===== src/ptm_pkg.sv =====
/*
  Constants for the paired 16/32-bit timer block: register map, control fields,
  prescale ratios and reset values.
  Assumes an APB slave with 32-bit data, each register one aligned word.
*/
// Summary of operation
// - Low-word timer synchronizes external clock after the prescaler.
// - High-word timer synchronizes external clock before the prescaler.
// - High-word timer gives a conversion trigger pulse on its period event.
// - Source bit 1 and gate bit 6 select timer, gated or counter mode.
// - Timer modes count the instruction clock; counter mode counts pin rising edges.
// - Prescale field divides by 1, 8, 64 or 256.
// - Gate bit acts only with the internal clock selected.
// - Concatenation bit 3 of low-word control joins the pair into 32 bits.
// - High-word count holds upper half, low-word count lower half.
// - In 32-bit mode only low-word control governs, except high stop-in-idle.
// - In 32-bit mode the high-word interrupt enable, flag, priority serve the pair.
// - Fixed pairs; the even-numbered timer supplies the lower word.
// - 32-bit period is high period upper half, low period lower half.
// - Low-word on bit starts or stops the pair or the single timer.
// - Stop-in-idle set halts the timer during idle mode.
// - Only the second/third timer pair issues transfer requests.
// - Unimplemented control bits ignore writes and read as zero.
package ptm_pkg;
  // ----------------------------------------------------------------
  // Register byte offsets
  // ----------------------------------------------------------------
  localparam logic [7:0] PTM_LO_CTRL_OFS = 8'h00;
  localparam logic [7:0] PTM_HI_CTRL_OFS = 8'h04;
  localparam logic [7:0] PTM_LO_COUNT_OFS = 8'h08;
  localparam logic [7:0] PTM_HI_COUNT_OFS = 8'h0C;
  localparam logic [7:0] PTM_LO_PERIOD_OFS = 8'h10;
  localparam logic [7:0] PTM_HI_PERIOD_OFS = 8'h14;
  localparam logic [7:0] PTM_IRQ_OFS = 8'h18;
  // ----------------------------------------------------------------
  // Control fields
  // ----------------------------------------------------------------
  localparam int PTM_RUN_BIT = 15;
  localparam int PTM_IDLE_BIT = 13;
  localparam int PTM_GATE_BIT = 6;
  localparam int PTM_PS_HI = 5;
  localparam int PTM_PS_LO = 4;
  localparam int PTM_CONCAT_BIT = 3;
  localparam int PTM_SRC_BIT = 1;
  localparam logic [15:0] PTM_LO_CTRL_MASK = 16'hA07A;
  localparam logic [15:0] PTM_HI_CTRL_MASK = 16'hA072;
  localparam logic [15:0] PTM_CTRL_RESET = 16'h0000;
  localparam logic [15:0] PTM_COUNT_RESET = 16'h0000;
  localparam logic [15:0] PTM_PERIOD_RESET = 16'hFFFF;
  // ----------------------------------------------------------------
  // Interrupt register fields (per timer: enable, flag, priority)
  // ----------------------------------------------------------------
  localparam int PTM_LO_IE_BIT = 0;
  localparam int PTM_LO_IF_BIT = 1;
  localparam int PTM_LO_IP_LO = 2;
  localparam int PTM_HI_IE_BIT = 8;
  localparam int PTM_HI_IF_BIT = 9;
  localparam int PTM_HI_IP_LO = 10;
  localparam int PTM_IP_W = 3;
  // ----------------------------------------------------------------
  // Prescale ratios, minus one
  // ----------------------------------------------------------------
  localparam logic [7:0] PTM_DIV1_M1 = 8'h00;
  localparam logic [7:0] PTM_DIV8_M1 = 8'h07;
  localparam logic [7:0] PTM_DIV64_M1 = 8'h3F;
  localparam logic [7:0] PTM_DIV256_M1 = 8'hFF;
  localparam logic [31:0] PTM_ZERO32 = 32'h0000_0000;

  typedef enum logic [1:0] {
    PTM_IDLE_PH,
    PTM_ACCESS_PH
  } ptm_apb_t;

  function automatic logic [7:0] ptm_ratio_m1(input logic [1:0] sel);
    case (sel)
      2'b00: ptm_ratio_m1 = PTM_DIV1_M1;
      2'b01: ptm_ratio_m1 = PTM_DIV8_M1;
      2'b10: ptm_ratio_m1 = PTM_DIV64_M1;
      default: ptm_ratio_m1 = PTM_DIV256_M1;
    endcase
  endfunction
endpackage


===== src/ptm_timer_pair.sv =====
/*
  Paired timers: one low-word and one high-word 16-bit timer, joinable into
  a 32-bit timer, with an APB register slave.
  Assumes one clock pclk; ext_count pins and gate pins are asynchronous.
*/
`timescale 1ns/1ns
`default_nettype none
module ptm_timer_pair
  import ptm_pkg::*;
#(
  parameter bit DMA_CAPABLE = 1'b1
)
(
  input wire logic pclk,
  input wire logic presetn,
  input wire logic psel,
  input wire logic penable,
  input wire logic pwrite,
  input wire logic [7:0] paddr,
  input wire logic [31:0] pwdata,
  output logic [31:0] prdata,
  output logic pready,
  output logic pslverr,
  input wire logic ext_count_pin_lo,
  input wire logic ext_count_pin_hi,
  input wire logic gate_pin_lo,
  input wire logic gate_pin_hi,
  input wire logic device_idle,
  output logic irq_lo,
  output logic irq_hi,
  output logic [2:0] irq_priority_lo,
  output logic [2:0] irq_priority_hi,
  output logic adc_trigger,
  output logic dma_req_lo,
  output logic dma_req_hi
);
  // ----------------------------------------------------------------
  // State
  // ----------------------------------------------------------------
  logic [15:0] lo_ctrl_reg;
  logic [15:0] hi_ctrl_reg;
  logic [15:0] lo_count_reg;
  logic [15:0] hi_count_reg;
  logic [15:0] lo_period_reg;
  logic [15:0] hi_period_reg;
  logic lo_ie_reg;
  logic hi_ie_reg;
  logic lo_if_reg;
  logic hi_if_reg;
  logic [2:0] lo_ip_reg;
  logic [2:0] hi_ip_reg;
  logic [7:0] lo_ps_reg;
  logic [7:0] hi_ps_reg;
  logic [2:0] hi_pin_sync_reg;
  logic [1:0] lo_gate_sync_reg;
  logic [1:0] hi_gate_sync_reg;
  logic lo_raw_prev_reg;
  logic [1:0] lo_ps_sync_reg;
  logic lo_ps_prev_reg;
  logic lo_ps_tgl_reg;
  ptm_apb_t apb_reg;

  // ----------------------------------------------------------------
  // Effective controls
  // ----------------------------------------------------------------
  logic concat;
  logic lo_src;
  logic hi_src;
  logic lo_gated;
  logic hi_gated;
  logic lo_run;
  logic hi_run;
  logic [7:0] lo_ratio_m1;
  logic [7:0] hi_ratio_m1;

  assign concat = lo_ctrl_reg[PTM_CONCAT_BIT];
  assign lo_src = lo_ctrl_reg[PTM_SRC_BIT];
  // High-word settings follow the low-word control when joined
  assign hi_src = concat ? lo_src : hi_ctrl_reg[PTM_SRC_BIT];
  assign lo_gated = lo_ctrl_reg[PTM_GATE_BIT] && !lo_src;
  assign hi_gated = concat ? lo_gated
                  : (hi_ctrl_reg[PTM_GATE_BIT] && !hi_src);
  assign lo_ratio_m1 = ptm_ratio_m1(lo_ctrl_reg[PTM_PS_HI:PTM_PS_LO]);
  assign hi_ratio_m1 = ptm_ratio_m1(hi_ctrl_reg[PTM_PS_HI:PTM_PS_LO]);
  // Idle halt: joined pair honours only the high-word stop-in-idle bit
  assign lo_run = lo_ctrl_reg[PTM_RUN_BIT] && !(device_idle && lo_ctrl_reg[PTM_IDLE_BIT]
                  && !concat) && !(device_idle && concat && hi_ctrl_reg[PTM_IDLE_BIT]
                  );
  assign hi_run = hi_ctrl_reg[PTM_RUN_BIT] && !(device_idle && hi_ctrl_reg[PTM_IDLE_BIT]);

  // ----------------------------------------------------------------
  // Pin synchronisers
  // ----------------------------------------------------------------
  always_ff @(posedge pclk or negedge presetn)
  begin
    if (!presetn)
    begin
      hi_pin_sync_reg <= 3'h0;
      lo_gate_sync_reg <= 2'h0;
      hi_gate_sync_reg <= 2'h0;
      lo_raw_prev_reg <= 1'b0;
    end
    else
    begin
      hi_pin_sync_reg <= {hi_pin_sync_reg[1:0], ext_count_pin_hi};
      lo_gate_sync_reg <= {lo_gate_sync_reg[0], gate_pin_lo};
      hi_gate_sync_reg <= {hi_gate_sync_reg[0], gate_pin_hi};
      lo_raw_prev_reg <= ext_count_pin_lo;
    end
  end

  // Low-word external path: an asynchronous divide-by-N ahead of the sync is
  // replaced by a toggle divider clocked on pclk sampling of the raw pin,
  // then the divided toggle is synchronised (divide before sync).
  logic lo_raw_rise;
  assign lo_raw_rise = ext_count_pin_lo && !lo_raw_prev_reg;
  always_ff @(posedge pclk or negedge presetn)
  begin
    if (!presetn)
    begin
      lo_ps_sync_reg <= 2'h0;
      lo_ps_prev_reg <= 1'b0;
    end
    else
    begin
      lo_ps_sync_reg <= {lo_ps_sync_reg[0], lo_ps_tgl_reg};
      lo_ps_prev_reg <= lo_ps_sync_reg[1];
    end
  end

  // ----------------------------------------------------------------
  // Count ticks
  // ----------------------------------------------------------------
  logic hi_ext_rise;
  logic lo_ps_wrap;
  logic hi_ps_wrap;
  logic lo_tick;
  logic hi_tick;
  logic lo_match;
  logic hi_match;
  logic lo_in;
  logic hi_in;
  assign hi_ext_rise = hi_pin_sync_reg[1] && !hi_pin_sync_reg[2];
  assign lo_in = lo_src ? 1'b0
               : (!lo_gated || lo_gate_sync_reg[1]);
  assign hi_in = hi_src ? hi_ext_rise
               : (!hi_gated || hi_gate_sync_reg[1]);
  assign lo_ps_wrap = (lo_ps_reg == lo_ratio_m1);
  assign hi_ps_wrap = (hi_ps_reg == hi_ratio_m1);
  assign lo_tick = lo_run && (lo_src ? (lo_ps_sync_reg[1] != lo_ps_prev_reg)
                                      : (lo_in && lo_ps_wrap));
  assign hi_tick = hi_run && hi_in && hi_ps_wrap;
  // Low-word (even) timer is always the lower half when joined
  assign lo_match = concat
                  ? ({hi_count_reg, lo_count_reg} == {hi_period_reg, lo_period_reg})
                  : (lo_count_reg == lo_period_reg);
  assign hi_match = (hi_count_reg == hi_period_reg);

  always_ff @(posedge pclk or negedge presetn)
  begin
    if (!presetn)
    begin
      lo_ps_reg <= 8'h00;
      lo_ps_tgl_reg <= 1'b0;
    end
    else if (!lo_run)
    begin
      lo_ps_reg <= 8'h00;
    end
    else if (lo_src ? lo_raw_rise : lo_in)
    begin
      lo_ps_reg <= lo_ps_wrap ? 8'h00 : lo_ps_reg + 8'h01;
      if (lo_src && lo_ps_wrap)
        lo_ps_tgl_reg <= !lo_ps_tgl_reg;
    end
  end

  always_ff @(posedge pclk or negedge presetn)
  begin
    if (!presetn)
      hi_ps_reg <= 8'h00;
    else if (!hi_run || concat)
      hi_ps_reg <= 8'h00;
    else if (hi_in)
      hi_ps_reg <= hi_ps_wrap ? 8'h00 : hi_ps_reg + 8'h01;
  end

  // ----------------------------------------------------------------
  // APB decode
  // ----------------------------------------------------------------
  logic wr_en;
  logic rd_en;
  logic addr_ok;
  assign addr_ok = (paddr == PTM_LO_CTRL_OFS) || (paddr == PTM_HI_CTRL_OFS)
                || (paddr == PTM_LO_COUNT_OFS) || (paddr == PTM_HI_COUNT_OFS)
                || (paddr == PTM_LO_PERIOD_OFS) || (paddr == PTM_HI_PERIOD_OFS)
                || (paddr == PTM_IRQ_OFS);
  assign wr_en = psel && penable && pwrite && (apb_reg == PTM_ACCESS_PH) && addr_ok;
  assign rd_en = psel && !penable && !pwrite;

  // ----------------------------------------------------------------
  // Counters
  // ----------------------------------------------------------------
  localparam logic [15:0] LO_WORD_MAX = 16'hFFFF;
  logic lo_event;
  logic hi_event;
  assign lo_event = lo_tick && lo_match && !concat;
  assign hi_event = concat ? (lo_tick && lo_match) : (hi_tick && hi_match);

  always_ff @(posedge pclk or negedge presetn)
  begin
    if (!presetn)
    begin
      lo_count_reg <= PTM_COUNT_RESET;
      hi_count_reg <= PTM_COUNT_RESET;
    end
    else
    begin
      if (wr_en && paddr == PTM_LO_COUNT_OFS)
        lo_count_reg <= pwdata[15:0];
      else if (lo_tick)
        lo_count_reg <= lo_match ? PTM_COUNT_RESET : lo_count_reg + 16'h0001;
      if (wr_en && paddr == PTM_HI_COUNT_OFS)
        hi_count_reg <= pwdata[15:0];
      else if (concat && lo_tick)
      begin
        if (lo_match)
          hi_count_reg <= PTM_COUNT_RESET;
        else if (lo_count_reg == LO_WORD_MAX)
          hi_count_reg <= hi_count_reg + 16'h0001;
      end
      else if (!concat && hi_tick)
        hi_count_reg <= hi_match ? PTM_COUNT_RESET : hi_count_reg + 16'h0001;
    end
  end

  // ----------------------------------------------------------------
  // Control, period and interrupt registers
  // ----------------------------------------------------------------
  always_ff @(posedge pclk or negedge presetn)
  begin
    if (!presetn)
    begin
      lo_ctrl_reg <= PTM_CTRL_RESET;
      hi_ctrl_reg <= PTM_CTRL_RESET;
      lo_period_reg <= PTM_PERIOD_RESET;
      hi_period_reg <= PTM_PERIOD_RESET;
      lo_ie_reg <= 1'b0;
      hi_ie_reg <= 1'b0;
      lo_ip_reg <= 3'h0;
      hi_ip_reg <= 3'h0;
    end
    else if (wr_en)
    begin
      case (paddr)
        PTM_LO_CTRL_OFS: lo_ctrl_reg <= pwdata[15:0] & PTM_LO_CTRL_MASK;
        PTM_HI_CTRL_OFS: hi_ctrl_reg <= pwdata[15:0] & PTM_HI_CTRL_MASK;
        PTM_LO_PERIOD_OFS: lo_period_reg <= pwdata[15:0];
        PTM_HI_PERIOD_OFS: hi_period_reg <= pwdata[15:0];
        PTM_IRQ_OFS:
        begin
          lo_ie_reg <= pwdata[PTM_LO_IE_BIT];
          hi_ie_reg <= pwdata[PTM_HI_IE_BIT];
          lo_ip_reg <= pwdata[PTM_LO_IP_LO +: PTM_IP_W];
          hi_ip_reg <= pwdata[PTM_HI_IP_LO +: PTM_IP_W];
        end
        default: lo_period_reg <= lo_period_reg;
      endcase
    end
  end

  // Flags: set wins over a software clear (write 1 to clear)
  logic irq_wr;
  assign irq_wr = wr_en && (paddr == PTM_IRQ_OFS);
  always_ff @(posedge pclk or negedge presetn)
  begin
    if (!presetn)
    begin
      lo_if_reg <= 1'b0;
      hi_if_reg <= 1'b0;
    end
    else
    begin
      lo_if_reg <= lo_event || (lo_if_reg && !(irq_wr && pwdata[PTM_LO_IF_BIT]));
      hi_if_reg <= hi_event || (hi_if_reg && !(irq_wr && pwdata[PTM_HI_IF_BIT]));
    end
  end

  // ----------------------------------------------------------------
  // Outputs
  // ----------------------------------------------------------------
  always_ff @(posedge pclk or negedge presetn)
  begin
    if (!presetn)
    begin
      irq_lo <= 1'b0;
      irq_hi <= 1'b0;
      irq_priority_lo <= 3'h0;
      irq_priority_hi <= 3'h0;
    end
    else
    begin
      irq_lo <= lo_if_reg && lo_ie_reg && !concat;
      irq_hi <= hi_if_reg && hi_ie_reg;
      irq_priority_lo <= lo_ip_reg;
      irq_priority_hi <= hi_ip_reg;
    end
  end

  // Period event pulses
  always_ff @(posedge pclk or negedge presetn)
  begin
    if (!presetn)
    begin
      adc_trigger <= 1'b0;
      dma_req_lo <= 1'b0;
      dma_req_hi <= 1'b0;
    end
    else
    begin
      adc_trigger <= hi_event;
      dma_req_lo <= DMA_CAPABLE && lo_event;
      dma_req_hi <= DMA_CAPABLE && hi_event;
    end
  end

  // ----------------------------------------------------------------
  // APB slave: one wait-free access, answer registered
  // ----------------------------------------------------------------
  function automatic logic [31:0] ptm_word(input logic [15:0] v);
    ptm_word = {16'h0000, v};
  endfunction

  always_ff @(posedge pclk or negedge presetn)
  begin
    if (!presetn)
    begin
      apb_reg <= PTM_IDLE_PH;
      prdata <= PTM_ZERO32;
      pready <= 1'b0;
      pslverr <= 1'b0;
    end
    else
    begin
      pready <= 1'b0;
      pslverr <= 1'b0;
      case (apb_reg)
        PTM_IDLE_PH:
        begin
          if (psel && !penable)
          begin
            apb_reg <= PTM_ACCESS_PH;
            pready <= 1'b1;
            pslverr <= !addr_ok;
            prdata <= PTM_ZERO32;
            if (rd_en)
            begin
              case (paddr)
                PTM_LO_CTRL_OFS: prdata <= ptm_word(lo_ctrl_reg);
                PTM_HI_CTRL_OFS: prdata <= ptm_word(hi_ctrl_reg);
                PTM_LO_COUNT_OFS: prdata <= ptm_word(lo_count_reg);
                PTM_HI_COUNT_OFS: prdata <= ptm_word(hi_count_reg);
                PTM_LO_PERIOD_OFS: prdata <= ptm_word(lo_period_reg);
                PTM_HI_PERIOD_OFS: prdata <= ptm_word(hi_period_reg);
                PTM_IRQ_OFS: prdata <= {19'h00000, hi_ip_reg, hi_if_reg, hi_ie_reg,
                                        3'h0, lo_ip_reg, lo_if_reg, lo_ie_reg};
                default: prdata <= PTM_ZERO32;
              endcase
            end
          end
        end
        PTM_ACCESS_PH:
          apb_reg <= PTM_IDLE_PH;
        default:
          apb_reg <= PTM_IDLE_PH;
      endcase
    end
  end
endmodule
`default_nettype wire


===== config.mk =====
export PLATFORM = sky130hd
export DESIGN_NAME = ptm_timer_pair
export DESIGN_NICKNAME = d
export VERILOG_FILES = /design/src/ptm_pkg.sv /design/src/ptm_timer_pair.sv
export SDC_FILE = /design/constraint.sdc
export NUM_CORES = 1
export LEC_CHECK = 0
export BUFFER_PORTS_ARGS = -buffer_cell sky130_fd_sc_hd__buf_2
export CORE_MARGIN = 10
export CORE_UTILIZATION = 40
export CTS_CLUSTER_DIAMETER = 80
export DETAILED_ROUTE_END_ITERATION = 6
export SYNTH_ARGS = -nofsm -noshare
export SYNTH_HDL_FRONTEND = slang
export SYNTH_SLANG_ARGS = --single-unit

===== constraint.sdc =====
create_clock -name pclk -period 2.6 [get_ports pclk]
set_input_delay 0.13 -clock pclk [delete_from_list [all_inputs] [get_ports pclk]]
set_output_delay 0.13 -clock pclk [all_outputs]
set_load 0.03 [all_outputs]

==> metrics.yaml, run 1 <==
synthCells: 706
maxSlewViolCount: 0
drv_cap: 0
hpwl_mm: 15.6
reg2reg_depth: 10
die-area_um2: 24700
endpoint_kind: "flop"
worst_slew_pin_slew_ns: 0.752
start_util: 0.404
placed_area_um2: 8320
place_ws_ns: 0.0529
port_buffers: 62
synth_area_per_cell_um2: 10.7
grt_max_degree: 72
antenna_found_initial: 0
wl_mm: 21.4
grt_usage: 0.174
fp-row-count: 50
p_comb_frac: 0.036
layout_setup_ws_ns: 0.0794
netlist-cell-type-count: 63
postRouteAntennaNets: 0
netSwitchingFraction: 0.223
drc: 0
wl_per_cell_um: 20.3
synth_top_area_cell: "dfrtp_1"
fmax_mhz: 397
crit_type: "reg2reg"
p_clk_frac: 0.502
crit_fanout: 12
yosys.area.top_type_share: 0.372
synthFlopType: "dfrtp_1"
n_fill_cell: 1712
status: "finished, final reports clean"
overflow: 0
finalHoldViolCount: 0
area.growth.synth_to_final_pct: 19.5
cp_data_arrival_time_ns: 2.86
p_int_mw: 3.80
min_to: "hi_period_reg[14]$_DFFE_PN1P_"
path_clk_slew_ns: 0.06
setup-violations-final: 0
ir_worst_vdd_mv: 0.347
p_sw_mw: 1.09
cts_sinks: 144
power.density_nw_per_um2: 542
diodes: 0
r2r_end: "hi_count_reg[3]$_DFFE_PN0P_"
dp_cells: 1015
ios: 95
ys_top_cells_by_count: "dfrtp_1 (112), mux2_2 (51), nand2_1 (43)"
htree_num_levels: 4
whs_path_depth: 2
final_nets: 861
clockBufferDepth: 2
hold_path_class: "in2reg"
min_period_over_period: 0.969
synth_enable_flop_cells: 0
fp.coreArea_um2: 18600
layout-drive-gt1-share: 0.304
finalCriticalPeriod_ns: 2.52
clock_latency_ns: 0.43
viasPerCell: 5.96
cts-root-buf: "clkbuf_16"
cp.required_ns: 2.94
routabilityCongestion: 0.875
r2r_start: "lo_count_reg[1]$_DFFE_PN0P_"
relSlewSlack: 0.499
cts_buffers: 17
critPathLaunchType: "flop"
r2r_slack_ns: 0.08
synth_area_um2: 7540
final_cell_count_no_fill: 1054
power_leakage_nw: 4.27
synth.most_common_cell: "dfrtp_1"
first_global_vias: 5996
worstHoldStart: "pwdata[14]"
seq_power_share: 0.462
grt_pass1_wl_mm: 33.8
ys_seq_area_frac: 0.483
firstDrtPassIters: 7
clock_skew_ns: 0.00913
finalSetupTns_ns: 0
async_flop_share: 1.00
cts_tree: "built"
die_x_um: 157
ys_ff_latch: 144
drtIter0Drc: 590
fin_area_um2: 9010
yosysWarnings: 0
die_height_um: 157
ys_top_cells_by_area: "dfrtp_1 (37%), dfstp_2 (11%), mux2_2 (7.6%)"
vias: 6287
power_mw: 4.88
-- worst max-delay path, stage by stage, from the launching register on --
cell and delay, ns:
dfrtp_1 0.35, ha_1 0.21, nand3_1 0.15, or4_4 0.54
nor4_2 0.29, buf_4 0.16, nand4_1 0.16, nand3_4 0.16
nor2_4 0.07, buf_4 0.19, o221ai_1 0.15
-- area by class of cell --
class                           count  area (um^2)  share of cell area
Inverter                           14         52.6             0.00583
Tap cell                          234          293              0.0325
Sequential cell                   144         3640               0.404
Multi-Input combinational cell    510         3620               0.402
Clock inverter                     10          109              0.0121
Clock buffer                       22          484              0.0537
Timing Repair Buffer              120          805              0.0893
-- power by group through the flow --
stage	combinational [mW]	sequential [mW]	clock, mW
after floorplan	0.0659	2.30	0
after detailed placement	0.169	2.30	0
after global routing	0.192	2.26	2.59
final	0.174	2.26	2.45
after CTS	0.177	2.26	2.49
after global placement	0.166	2.29	0
-- cells in the final DEF, fill, tap and decap left out, drive strengths merged, types with 9 or more instances in the layout --
master	synthesis	final
nand3	33	33
a22oi	37	37
a222oi	10	10
nand2	45	45
conb	1	16
dfrtp	112	112
mux2	53	53
inv	14	14
clkbuf	18	22
nor2	28	28
o2bb2ai	13	13
nand4	9	9
o22ai	14	14
and3	15	15
nor3	21	21
or3	10	10
o21ai	30	30
nor4	15	15
a22o	18	18
buf	35	114
dfstp	32	32
xor2	33	33
a21oi	27	27
-- cell families (layout without fill, tap and decap cells) --
kind of cell               count (synthesis)  after routing  synth area share
xor gates and xnor gates                  36             36            0.0418
buffers and inverters                     67            166            0.0481
adders and majority gates                  4              4           0.00664
and+or+nand+nor                          216            216             0.161
DFF                                      144            144             0.483
other                                      1             16          0.000497
AOI/OAI and AO/OA                        182            182             0.176
muxes                                     56             56            0.0832
-- routing by layer --
| layer | GRT usage | routed length [um] | vias up |
|---|---|---|---|
| li1 | - | - | 2845 |
| met1 | 0.239 | 9440 | 3131 |
| met2 | 0.264 | 9950 | 278 |
| met3 | 0.0426 | 1710 | 33 |
| met4 | 0.0570 | 334 | 0 |
| met5 | 0 | 0 | - |
-- timing repair --
item | in CTS | in global routing
resized for setup | 0 | 5
endpoints found under the setup margin | 0 | 21
hold buffers | 6 | 0
buffers inserted | 0 | 1
endpoints found under the hold margin | 52 | 0
-- through the flow --
step / util / hold WS (ns)
after floorplan: - / -0.166
after global placement: 0.446 / 0.186
after detailed placement: 0.446 / 0.195
after CTS: 0.481 / 0.00615
after global routing: 0.483 / 0.00701
final: 0.483 / 0.00728
-- how the worst max path moves through the flow --
stage	from	to	slack, ns
2_1_floorplan	lo_count_reg[0]$_DFFE_PN0P_	hi_count_reg[0]$_DFFE_PN0P_	0.21
3_3_place_gp	lo_count_reg[0]$_DFFE_PN0P_	hi_count_reg[3]$_DFFE_PN0P_	0.07
3_5_place_dp	lo_count_reg[0]$_DFFE_PN0P_	hi_count_reg[9]$_DFFE_PN0P_	0.05
4_1_cts	lo_count_reg[0]$_DFFE_PN0P_	hi_count_reg[9]$_DFFE_PN0P_	0.03
5_1_grt	lo_count_reg[0]$_DFFE_PN0P_	hi_count_reg[9]$_DFFE_PN0P_	-0.02
6_report	lo_count_reg[1]$_DFFE_PN0P_	hi_count_reg[3]$_DFFE_PN0P_	0.08
Note: power is estimated with default switching activity, not from simulation.
==> run 2, diff against run 1 <==
- CTS_BUF_LIST: unset -> sky130_fd_sc_hd__clkbuf_8
==> run 2 against run 1 <==
  * Cell count grew 0.47%
  * Fmax increased by 1.2%
  * Combinational power rose by 4%
  * Final area is 1.6% lower
  * Clock power fell by 26%
  * Critical endpoint is now hi_count_reg[9]$_DFFE_PN0P_
==> metrics.yaml, run 2 (same netlist as run 1, synthesis figures left out) <==
status: "finished, final reports clean"  # unchanged
postRouteAntennaNets: 0  # unchanged
n_fill_cell: 1727  # was 1712
critPathLaunchType: "flop"  # unchanged
finalHoldViolCount: 0  # unchanged
area.growth.synth_to_final_pct: 17.7  # was 19.5%
grt_max_degree: 72  # unchanged
setup-violations-final: 0  # unchanged
cts_tree: "built"  # unchanged
layout-drive-gt1-share: 0.302  # was 0.304
firstDrtPassIters: 6  # was 7
cp_data_arrival_time_ns: 2.87  # was 2.86 ns
relSlewSlack: 0.503  # was 0.499
drv_cap: 0  # unchanged
routabilityCongestion: 0.875  # unchanged
topRoutingLayerUsed: "met4"  # unchanged
layout_setup_ws_ns: 0.109  # was 0.0794 ns
hpwl_mm: 15.6  # unchanged
m1WireLength_mm: 9.37  # was 9.44 mm
htree_num_levels: 4  # unchanged
drtIter0Drc: 697  # was 590
final_common_cell: "dfrtp_1"  # unchanged
whs_path_depth: 2  # unchanged
power.density_nw_per_um2: 478  # was 542 nW/um^2
die-area_um2: 24700  # unchanged
die_height_um: 157  # unchanged
reg2reg_depth: 10  # unchanged
fp-row-count: 50  # unchanged
hold_path_class: "in2reg"  # unchanged
final_nets: 866  # was 861
finalSetupTns_ns: 0  # unchanged
ir_worst_vdd_mv: 0.247  # was 0.347 mV
grt_pass1_wl_mm: 33.8  # about the same
route.met3.wl_mm: 1.78  # was 1.71 mm
start_util: 0.404  # unchanged
drc: 0  # unchanged
first_global_vias: 6055  # was 5996
wl_met2_mm: 9.89  # was 9.95 mm
min_period_over_period: 0.958  # was 0.969
wl_mm: 21.3  # was 21.4 mm
cts_sinks: 144  # unchanged
fmax_mhz: 401  # was 397 MHz
die_x_um: 157  # unchanged
vias: 6248  # was 6287
clock_latency_ns: 0.45  # was 0.43 ns
power_leakage_nw: 4.21  # was 4.27 nW
crit_fanout: 12  # unchanged
endpoint_kind: "flop"  # unchanged
finalCriticalPeriod_ns: 2.49  # was 2.52 ns
fp.coreArea_um2: 18600  # unchanged
clock_skew_ns: 0.0119  # was 0.00913 ns
cts_buffers: 17  # unchanged
maxSlewViolCount: 0  # unchanged
wl_per_cell_um: 20.2  # was 20.3 um
crit_type: "reg2reg"  # unchanged
grt_usage: 0.173  # was 0.174
overflow: 0  # unchanged
cp.required_ns: 2.97  # was 2.94 ns
viasPerCell: 5.90  # was 5.96
ios: 95  # unchanged
place_ws_ns: 0.0529  # unchanged
cts-root-buf: "clkbuf_8"  # was clkbuf_16
antenna_found_initial: 0  # unchanged
final_util: 0.476  # was 0.483
final_cell_mix: "dfrtp_1 (112), buf_2 (61), mux2_2 (51)"  # unchanged
diodes: 0  # unchanged
path_clk_slew_ns: 0.08  # was 0.06 ns
port_buffers: 62  # unchanged
worst_slew_pin_slew_ns: 0.745  # was 0.752 ns
clockBufferDepth: 2  # unchanged
## run 2: final cells by class
type / instances / area (um^2) / share of cell area
clock buffer: 21 / 289 / 0.0326
clock inverter: 11 / 113 / 0.0127
inverter: 14 / 52.6 / 0.00592
multi-input combinational: 510 / 3620 / 0.409
sequential: 144 / 3640 / 0.411
tap: 234 / 293 / 0.0330
timing repair buffer: 125 / 855 / 0.0963
## run 2: per-layer routing
layer,global-route usage,up-vias
met5,0,-
met4,0.0521,0
met3,0.0445,22
met2,0.265,257
met1,0.235,3124
li1,-,2845
## run 2: where the power goes
| part | leakage [nW] | switching [mW] | internal (mW) |
|---|---|---|---|
| combinational | 2.15 | 0.139 | 0.0419 |
| clock | 0.209 | 0.864 | 0.944 |
| sequential | 1.85 | 0.00298 | 2.25 |
## run 2: critical path, cell delays in order, from the launching register on
cell and delay (ns):
dfrtp_1 0.36, ha_1 0.21, nand3_1 0.15, or4_4 0.54
nor4_2 0.28, buf_4 0.15, nand4_1 0.15, nand3_4 0.15
nor2_4 0.07, buf_4 0.19, o2bb2ai_1 0.16
## run 2: worst paths after layout
check	slack, ns	from	end
min	0.04	pwdata[10]	hi_period_reg[10]$_DFFE_PN1P_
max in group asynchronous	1.55	presetn	hi_gate_sync_reg[1]$_DFF_PN0_
max reg2reg	0.11	lo_count_reg[1]$_DFFE_PN0P_	hi_count_reg[9]$_DFFE_PN0P_
min reg2reg	0.35	hi_pin_sync_reg[0]$_DFF_PN0_	hi_pin_sync_reg[1]$_DFF_PN0_
min in group asynchronous	0.24	presetn	lo_ps_reg[3]$_DFFE_PN0P_
max	0.11	lo_count_reg[1]$_DFFE_PN0P_	hi_count_reg[9]$_DFFE_PN0P_
## run 2: stage by stage
step                      cell area, um^2  cells  total power [mW]  hold slack (ns)
after floorplan                      7590    721              2.36           -0.166
after global placement               8320   1015              2.46            0.186
after detailed placement             8320   1015              2.46            0.195
after CTS                            8830   1058              4.28         0.000439
after global routing                 8870   1059              4.39           0.0120
final                                8870   1059              4.24           0.0360
## run 2: repair_timing
item | in CTS | in global routing
endpoints found under the hold margin | 64 | 0
hold buffers | 11 | 0
setup buffers | 0 | 1
resized for setup | 0 | 5
setup endpoints to repair | 0 | 20
